File: src/design/serial_channel_pkg.sv
// Constants and types of the two-wire serial channel.
// Assumes a single system clock; pins and timer outputs arrive asynchronously.
package serial_channel_pkg;
  localparam int          WORD_BITS        = 8;
  localparam logic [3:0]  LAST_BIT_INDEX   = 4'h7;
  localparam logic [3:0]  BIT_COUNT_RESET  = 4'h0;
  localparam logic [7:0]  SHIFT_RESET      = 8'hFF;
  localparam logic [7:0]  SLAVE_ADDR_RESET = 8'h00;
  localparam logic        PORT_LATCH_RESET = 1'h1;
  localparam logic        OUT_LATCH_RESET  = 1'h1;
  localparam logic [1:0]  CLK_SEL_TIMER2   = 2'h2;
  localparam logic [1:0]  CLK_SEL_TIMER_CS = 2'h3;
  localparam int          SYNC_W           = 5;
  localparam int          SYNC_SCK         = 0;
  localparam int          SYNC_PIN_A       = 1;
  localparam int          SYNC_PIN_B       = 2;
  localparam int          SYNC_TMR2        = 3;
  localparam int          SYNC_TMR_CS      = 4;
  localparam logic [4:0]  SYNC_RESET       = 5'h1F;

  typedef enum logic {
    ST_IDLE,
    ST_SHIFT
  } xfer_state_type;
endpackage : serial_channel_pkg

File: src/design/two_wire_serial_channel.sv
// Two-wire synchronous serial channel: 8-bit words, MSB first, open-drain data.
// Assumes external pull-ups on clock and data lines; pins sampled by i_clk.
// What this block does
// - Shift write starts only when enabled and ready
// - Write made while disabled never starts later
// - Eight bits shifted: stop, set done flag
// - Actual data line level shifted back in
// - Match flag when slave address equals shift
// - Clock pin static level from port latch when enabled with an internal clock
// - Release/command triggers set data pin level
// - Eight bits MSB first, selectable data pin
// - Disabled channel stays idle, no transfers
// - Shift on falling, capture on rising edge
// - Release trigger sets latch, self clears
// - Command trigger clears latch, self clears
// - Clock select: external, timer two, timer
module two_wire_serial_channel
  import serial_channel_pkg::*;
(
  input  wire logic       i_clk,
  input  wire logic       i_sys_rst,
  input  wire logic       i_channel_enable,
  input  wire logic [1:0] i_clock_select,
  input  wire logic       i_data_pin_select,
  input  wire logic       i_shift_wr,
  input  wire logic [7:0] i_shift_wdata,
  input  wire logic       i_slave_addr_wr,
  input  wire logic [7:0] i_slave_addr_wdata,
  input  wire logic       i_release_trigger_wr,
  input  wire logic       i_command_trigger_wr,
  input  wire logic       i_clock_port_latch_wr,
  input  wire logic       i_clock_port_latch_wdata,
  input  wire logic       i_transfer_done_clear,
  input  wire logic       i_timer_two_output,
  input  wire logic       i_timer_clock,
  input  wire logic       i_serial_clock_pin,
  output logic            o_serial_clock_pin_out,
  output logic            o_serial_clock_pin_oe_n,
  input  wire logic       i_data_bus_pin_a,
  output logic            o_data_bus_pin_a_out,
  output logic            o_data_bus_pin_a_oe_n,
  input  wire logic       i_data_bus_pin_b,
  output logic            o_data_bus_pin_b_out,
  output logic            o_data_bus_pin_b_oe_n,
  output logic [7:0]      o_shift_register,
  output logic            o_transfer_done_flag,
  output logic            o_address_match_flag,
  output logic            o_busy,
  output logic            o_output_latch,
  output logic            o_release_trigger,
  output logic            o_command_trigger,
  output logic            o_clock_port_latch
);

  logic [SYNC_W-1:0] sync1_ff;
  logic [SYNC_W-1:0] sync2_ff;
  logic              sck_prev_ff;
  logic              tmr_prev_ff;
  xfer_state_type    state_ff;
  logic [3:0]        bit_cnt_ff;
  logic [7:0]        shift_ff;
  logic [7:0]        slave_addr_ff;
  logic              out_latch_ff;
  logic              sck_level_ff;
  logic              port_latch_ff;
  logic              done_ff;
  logic              match_ff;
  logic              release_trigger_ff;
  logic              command_trigger_ff;
  logic              internal_clk;
  logic              tmr_sel;
  logic              tick;
  logic              fall_ev;
  logic              rise_ev;
  logic              data_in;
  logic              start_ok;
  logic              start;
  logic              last_rise;

  // Timer and pin inputs are foreign to i_clk
  always_ff @(posedge i_clk or posedge i_sys_rst) begin
    if (i_sys_rst) begin
      sync1_ff <= SYNC_RESET;
      sync2_ff <= SYNC_RESET;
    end else begin
      sync1_ff <= {i_timer_clock, i_timer_two_output, i_data_bus_pin_b, i_data_bus_pin_a, i_serial_clock_pin};
      sync2_ff <= sync1_ff;
    end
  end

  always_ff @(posedge i_clk or posedge i_sys_rst) begin
    if (i_sys_rst) begin
      sck_prev_ff <= 1'h1;
      tmr_prev_ff <= 1'h0;
    end else begin
      sck_prev_ff <= sync2_ff[SYNC_SCK];
      tmr_prev_ff <= tmr_sel;
    end
  end

  assign internal_clk = i_clock_select[1];
  assign tmr_sel = (i_clock_select == CLK_SEL_TIMER_CS) ? sync2_ff[SYNC_TMR_CS] : sync2_ff[SYNC_TMR2];
  assign tick = tmr_sel & ~tmr_prev_ff;
  // Internal mode edges come from our own clock level, external from the pin
  assign fall_ev = (state_ff == ST_SHIFT) &&
                   (internal_clk ? (tick && sck_level_ff) : (sck_prev_ff && !sync2_ff[SYNC_SCK]));
  assign rise_ev = (state_ff == ST_SHIFT) &&
                   (internal_clk ? (tick && !sck_level_ff) : (!sck_prev_ff && sync2_ff[SYNC_SCK]));
  assign data_in = i_data_pin_select ? sync2_ff[SYNC_PIN_B] : sync2_ff[SYNC_PIN_A];
  // External clock must be back high before another word
  assign start_ok = i_channel_enable && (state_ff == ST_IDLE) &&
                    (internal_clk || sync2_ff[SYNC_SCK]);
  assign start = i_shift_wr && start_ok;
  assign last_rise = rise_ev && (bit_cnt_ff == LAST_BIT_INDEX);

  always_ff @(posedge i_clk or posedge i_sys_rst) begin
    if (i_sys_rst) begin
      state_ff   <= ST_IDLE;
      bit_cnt_ff <= BIT_COUNT_RESET;
    end else if (!i_channel_enable) begin
      state_ff   <= ST_IDLE;
      bit_cnt_ff <= BIT_COUNT_RESET;
    end else begin
      case (state_ff)
        ST_IDLE: begin
          bit_cnt_ff <= BIT_COUNT_RESET;
          if (start) begin
            state_ff <= ST_SHIFT;
          end
        end
        ST_SHIFT: begin
          if (last_rise) begin
            state_ff <= ST_IDLE;
          end
          if (rise_ev) begin
            bit_cnt_ff <= bit_cnt_ff + 4'h1;
          end
        end
        default: begin
          state_ff <= ST_IDLE;
        end
      endcase
    end
  end

  // Write accepted only on a start; a refused write is dropped, not held
  always_ff @(posedge i_clk or posedge i_sys_rst) begin
    if (i_sys_rst) begin
      shift_ff <= SHIFT_RESET;
    end else if (start) begin
      shift_ff <= i_shift_wdata;
    end else if (rise_ev) begin
      shift_ff <= {shift_ff[6:0], data_in};
    end
  end

  always_ff @(posedge i_clk or posedge i_sys_rst) begin
    if (i_sys_rst) begin
      sck_level_ff <= 1'h1;
    end else if (!i_channel_enable || !internal_clk || state_ff == ST_IDLE) begin
      sck_level_ff <= 1'h1;
    end else if (tick) begin
      sck_level_ff <= ~sck_level_ff;
    end
  end

  // Triggers live one cycle, then act on the latch and clear
  always_ff @(posedge i_clk or posedge i_sys_rst) begin
    if (i_sys_rst) begin
      release_trigger_ff <= 1'h0;
      command_trigger_ff <= 1'h0;
    end else begin
      release_trigger_ff <= i_channel_enable && i_release_trigger_wr;
      command_trigger_ff <= i_channel_enable && i_command_trigger_wr;
    end
  end

  always_ff @(posedge i_clk or posedge i_sys_rst) begin
    if (i_sys_rst) begin
      out_latch_ff <= OUT_LATCH_RESET;
    end else if (start) begin
      out_latch_ff <= i_shift_wdata[WORD_BITS-1];
    end else if (fall_ev) begin
      out_latch_ff <= shift_ff[WORD_BITS-1];
    end else if (release_trigger_ff) begin
      out_latch_ff <= 1'h1;
    end else if (command_trigger_ff) begin
      out_latch_ff <= 1'h0;
    end
  end

  always_ff @(posedge i_clk or posedge i_sys_rst) begin
    if (i_sys_rst) begin
      port_latch_ff <= PORT_LATCH_RESET;
    end else if (i_clock_port_latch_wr) begin
      port_latch_ff <= i_clock_port_latch_wdata;
    end
  end

  always_ff @(posedge i_clk or posedge i_sys_rst) begin
    if (i_sys_rst) begin
      slave_addr_ff <= SLAVE_ADDR_RESET;
    end else if (i_slave_addr_wr) begin
      slave_addr_ff <= i_slave_addr_wdata;
    end
  end

  // Set wins over a clear in the same cycle
  always_ff @(posedge i_clk or posedge i_sys_rst) begin
    if (i_sys_rst) begin
      done_ff <= 1'h0;
    end else if (last_rise && i_channel_enable) begin
      done_ff <= 1'h1;
    end else if (i_transfer_done_clear) begin
      done_ff <= 1'h0;
    end
  end

  always_ff @(posedge i_clk or posedge i_sys_rst) begin
    if (i_sys_rst) begin
      match_ff <= 1'h0;
    end else begin
      match_ff <= i_channel_enable && (slave_addr_ff == shift_ff);
    end
  end

  // Open drain: only ever drive low; the line is a wired AND
  assign o_serial_clock_pin_out  = 1'h0;
  assign o_serial_clock_pin_oe_n = ~(i_channel_enable && internal_clk) | (sck_level_ff & port_latch_ff);
  assign o_data_bus_pin_a_out    = 1'h0;
  assign o_data_bus_pin_a_oe_n   = ~i_channel_enable | i_data_pin_select | out_latch_ff;
  assign o_data_bus_pin_b_out    = 1'h0;
  assign o_data_bus_pin_b_oe_n   = ~i_channel_enable | ~i_data_pin_select | out_latch_ff;
  assign o_shift_register        = shift_ff;
  assign o_transfer_done_flag    = done_ff;
  assign o_address_match_flag    = match_ff;
  assign o_busy                  = (state_ff == ST_SHIFT);
  assign o_output_latch          = out_latch_ff;
  assign o_release_trigger       = release_trigger_ff;
  assign o_command_trigger       = command_trigger_ff;
  assign o_clock_port_latch      = port_latch_ff;
endmodule : two_wire_serial_channel

File: config.mk
export PLATFORM = sky130hd
export DESIGN_NAME = two_wire_serial_channel
export DESIGN_NICKNAME = d
export VERILOG_FILES = /design/src/design/serial_channel_pkg.sv /design/src/design/two_wire_serial_channel.sv
export SDC_FILE = /design/constraint.sdc
export NUM_CORES = 1
export LEC_CHECK = 0
export BUFFER_PORTS_ARGS = -buffer_cell sky130_fd_sc_hd__clkbuf_2
export CAP_MARGIN = 30
export CORE_MARGIN = 8
export CORE_UTILIZATION = 35
export DETAILED_ROUTE_END_ITERATION = 16
export PLACE_DENSITY = 0.66
export SLEW_MARGIN = 20
export SYNTH_ARGS = -nofsm -noshare
export SYNTH_HDL_FRONTEND = slang
export SYNTH_SLANG_ARGS = --single-unit
File: constraint.sdc
create_clock -name i_clk -period 2.1 [get_ports i_clk]
set_input_delay 0.315 -clock i_clk [delete_from_list [all_inputs] [get_ports i_clk]]
set_output_delay 0.315 -clock i_clk [all_outputs]
set_load 0.05 [all_outputs]
# [After elaboration in Yosys (flattened, before gate mapping)]
# Cells that the tools add are included.
[word_totals] regBits=40 latch_bits=0 mem_bits_rw=0 romBits=0 inputBits=34 out_inout_bits=21 word_cells=81 memories=0
[op_classes] add_sub_neg=1 multipliers=0 div_mod_pow=0 order_cmp=0 n_eq_ne=4 n_shift=0 n_mux=21 bitwise=13 reduce_logical=27
[op_table] op="8-bit 2-to-1 mux" n=2
[op_table] op="1-bit logical AND" n=15
[op_table] op="1-bit 2-to-1 mux" n=15
[op_table] op="8-bit equality test" n=1
[op_table] op="4-bit 2-to-1 mux" n=2
[op_table] op="4-bit one-hot mux with 2 select lines" n=1
[op_table] op="1-bit inverter" n=6
[op_table] op="2-bit nonzero test" n=3
[op_table] op="1-bit zero test" n=5
[op_table] op="1-bit OR" n=5
[op_table] op="4-bit by 1-bit adder with 4-bit output (second input constant)" n=1
[op_table] op="4-bit by 3-bit equality test with 1-bit output (second input constant)" n=1
[op_table] op="4-bit nonzero test" n=1
[op_table] op="1-bit logical OR" n=3
[op_table] op="3-bit by 2-bit != test with 1-bit output (second input constant)" n=1
[op_table] op="1-bit bitwise AND" n=2
[op_table] op="2-bit equality test (second input constant)" n=1
[op_table] op="1-bit one-hot mux with 2 select lines" n=1

# [Logic depth before layout (Yosys ltp)]
[logic_depth] depth_word=10 ltp_mapped=6 mapped_depth_nobuf=4

# [Least setup slack after synthesis]
# Ideal clock, no wire load.
[synth_timing] kind="register -> register" start="register state_ff (netlist: o_busy)" end="register bit_cnt_ff[2]" arrival_ns=1.801 required_ns=2.022 slack_ns=0.222 stages_incl_launch_ff=7 path_buffers=2 synth_period_minus_slack_ns=1.878 cell_sequence="dfrtp_1 -> clkbuf_2 -> nand3b_2 -> o31a_1 -> buf_6 -> or3_1 -> a21oi_1"
[synth_between] elab_chain_cells=3 word_cells_on_any_way=5
[synth_lines] element="start, declared" line_no="two_wire_serial_channel.sv:59" source="xfer_state_type state_ff;"
[synth_lines] element="start signal, assigned" line_no="two_wire_serial_channel.sv:118" source="state_ff <= ST_IDLE;"
[synth_lines] element="start signal, assigned" line_no="two_wire_serial_channel.sv:121" source="state_ff <= ST_IDLE;"
[synth_lines] element="start signal, assigned" line_no="two_wire_serial_channel.sv:128" source="state_ff <= ST_SHIFT;"
[synth_lines] element="1-bit inverter"
[synth_lines] element="4-bit one-hot mux with 2 select lines" line_no="two_wire_serial_channel.sv:124" source="case (state_ff)"
[synth_lines] element="4-bit 2-to-1 mux" line_no="two_wire_serial_channel.sv:120" source="end else if (!i_channel_enable) begin"
[synth_lines] element="end signal, assigned" line_no="two_wire_serial_channel.sv:136" source="bit_cnt_ff <= bit_cnt_ff + 4'h1;"
[synth_lines] element="end, declared" line_no="two_wire_serial_channel.sv:60" source="logic [3:0] bit_cnt_ff;"
# Several ways; a longest one is shown, not always the timed one.
# A chain may end at the register's enable or synchronous reset.

# [Worst setup path in the final report]
[layout_timing] start="register out_latch_ff (netlist: o_output_latch)" end="output port o_data_bus_pin_a_oe_n"
[layout_between] elab_chain_cells=1
[layout_lines] element="start, declared" line_no="two_wire_serial_channel.sv:63" source="logic out_latch_ff;"
[layout_lines] element="start signal, assigned" line_no="two_wire_serial_channel.sv:182" source="out_latch_ff <= i_shift_wdata[WORD_BITS-1];"
[layout_lines] element="start signal, assigned" line_no="two_wire_serial_channel.sv:184" source="out_latch_ff <= shift_ff[WORD_BITS-1];"
[layout_lines] element="1-bit OR" line_no="two_wire_serial_channel.sv:231" source="assign o_data_bus_pin_a_oe_n = ~i_channel_enable | i_data_pin_select | out_latch_ff;"
[layout_lines] element="end, declared" line_no="two_wire_serial_channel.sv:41" source="output logic o_data_bus_pin_a_oe_n,"
# No other way between the ends.

==> flow_summary.ini <==
[run_status]
status = complete, no violations

[timing]
hold_viol_final = 0
max_freq_mhz = 596
layout_min_cycle_time_ns = 1.68
finalSetupTns_ns = 0
drv_slew = 0
slew_headroom_pct = 59.9
post-route-period-util_pct = 80.0
setup_viol = 0
skew_ns = 0.0101
tightest_slew_ns = 0.599
rsz0062_at_grt = false

[detailed_routing]
first_pass_iters = 4
drc = 0
wl_per_cell_um = 14.2
viasPerCell = 4.69
postRouteAntennaNets = 0
vias = 1219
drt_iter0_markers = 39
routed_wl_mm = 3.70

[layout]
drive_gt1_share_pct = 51.8
ff_latch_area_mm2 = 0.00103
fill_cells = 468
nNetsFinal = 227
final_common_cell = clkbuf_2
multi_input_area_um2 = 654
area_growth_pct = 23.6
final_cell_mix = clkbuf_2, dfstp_2, dfrtp_1, mux2_2
final_cell_area_mm2 = 0.00217
fin_util_pct = 45.3
n_antenna_cell = 0

[logic_synthesis]
ys_seq_area_share_pct = 58.7
netlist_top_cells_area = dfstp_2, dfrtp_1, mux2_2
synth_edf_count = 0
yosysWarnings = 0
synth.distinct_cells = 42
syn_area_per_cell_um2 = 12.7
synth_ff_type = dfstp_2
yosys.area.top_type = dfstp_2
async_flop_share_pct = 100
synth_top_area_share_pct = 33.0
syn-cell-area_mm2 = 0.00175
synthCells = 138
ys_ff_latch = 40

[placement]
gp_congestion = 0.743
place_area_mm2 = 0.00206
dp_hpwl_mm = 2.80
portBuffers = 51

[clocking]
post-cts-setup-buffers = 0
clock_sinks = 40
cts_buffers = 5
clockBufferDepth = 2
htreeDepth = 2
root_buffer = clkbuf_8
cts_hold_buf = 0
clkSlewWorstSetupHoldPaths_ns = 0.07
cts_tree = yes
ctsResizeCount = 0
clock_latency_ns = 0.29

[global_routing]
antenna_found_initial = 0
grt_pass1_vias = 1277
track_usage_pct = 10.4
grt_max_degree = 41
grt_pass1_wl_mm = 6.14
grt.overflow.total = 0

[job]
maxCapViolCount = 0

[die]
core_area_mm2 = 0.00479
ios = 55
die_y_um = 86.8
rows = 25
die_w_um = 86.8
die-area_mm2 = 0.00753
start_util_pct = 36.6

[setup_path]
path_max_fanout = 4
end_kind = output port
crit_arrival_ns = 1.36
worstPathRequired_ns = 1.78
worstSetupStartpointType = register
crit_type = reg2out

[power_and_ir_drop]
power_density_mw_per_mm2 = 903
power.leakage_nw = 1.01
ir_drop_mv = 0.506

[min_path]
hp-class = in2reg
-- where the power goes --
| group | internal [mW] | switching [mW] | total (mW) |
|---|---|---|---|
| clock network | 0.305 | 0.259 | 0.563 |
| logic | 0.147 | 0.293 | 0.440 |
| registers | 0.881 | 0.0717 | 0.953 |
| total | 1.33 | 0.623 | 1.96 |
-- cell usage after synthesis, types with 2 or more instances --
master / n
clkbuf_1: 2
buf_4: 3
a221o_1: 6
xnor2_1: 3
nor2_1: 3
nand2_1: 7
nand4bb_1: 2
nor4_1: 2
nand3_1: 4
or3_1: 2
and2_1: 2
xor2_1: 7
o21ai_0: 3
mux2i_1: 2
a21oi_1: 5
mux2_2: 10
inv_1: 7
dfstp_2: 22
dfrtp_1: 18
and3_1: 6
-- worst max-delay path, stage by stage (launching register included) --
cell      delay [ns]
dfstp_2         0.39
or3b_2          0.45
clkbuf_2        0.25
-- layer usage --
layer | up-vias | routed length (um) | track usage [%]
met2 | 40 | 1720 | 16.2
met4 | 0 | 8 | 2.82
met1 | 582 | 1680 | 12.7
met5 | - | 0 | 0
li1 | 595 | - | -
met3 | 2 | 287 | 4.54
-- final cells by class --
class / instances / share of cell area, %
clock inverter: 1 / 0.231
clock buffer: 7 / 4.51
tap: 67 / 3.87
timing repair buffer: 53 / 12.5
inverter: 7 / 1.21
sequential: 40 / 47.5
multi-input combinational: 85 / 30.2
-- kinds of logic (layout without fill, tap and decap cells) --
group / Yosys count / count (layout) / share of synthesized area [%]
adder cells (fa/ha/maj): 1 / 1 / 0.714
AO/OA/AOI/OAI: 23 / 23 / 10.3
flip-flops: 40 / 40 / 58.7
AND/OR/NAND/NOR: 36 / 36 / 13.1
multiplexers: 12 / 12 / 7.57
other: 1 / 3 / 0.214
buffers and inverters: 15 / 68 / 4.43
XOR/XNOR: 10 / 10 / 5.00
-- worst paths after layout --
kind | slack, ns | depth (start not counted) | start | end
max | 0.42 | 2 | o_output_latch | o_data_bus_pin_a_oe_n
min | 0.10 | 1 | i_timer_two_output | sync1_ff[3]
max reg2reg | 0.43 | 4 | sync2_ff[4] | bit_cnt_ff[3]
min reg2reg | 0.35 | 0 | sync1_ff[2] | sync2_ff[2]
max in group asynchronous | 1.62 | 3 | i_sys_rst | o_shift_register[0]
min in group asynchronous | 0.11 | 3 | i_sys_rst | slave_addr_ff[4]
-- registers in the layout, summed over array words and instances, names as in the netlist, 4 cells and up --
register	cells
slave_addr_ff	8
bit_cnt_ff	4
sync2_ff	5
sync1_ff	5
o_shift_register	8
-- stage by stage --
| step | worst slack [ns] | power (mW) | hold slack (ns) | instances |
|---|---|---|---|---|
| global placement | 0.485 | 1.41 | 0.346 | 252 |
| floorplan | 0.222 | 1.29 | 0.319 | 140 |
| finish | 0.421 | 1.96 | 0.105 | 260 |
| detailed placement | 0.449 | 1.41 | 0.347 | 252 |
| CTS | 0.408 | 1.97 | 0.0955 | 260 |
| global route | 0.310 | 2.04 | 0.0885 | 260 |
(Power assumes the default switching activity.)
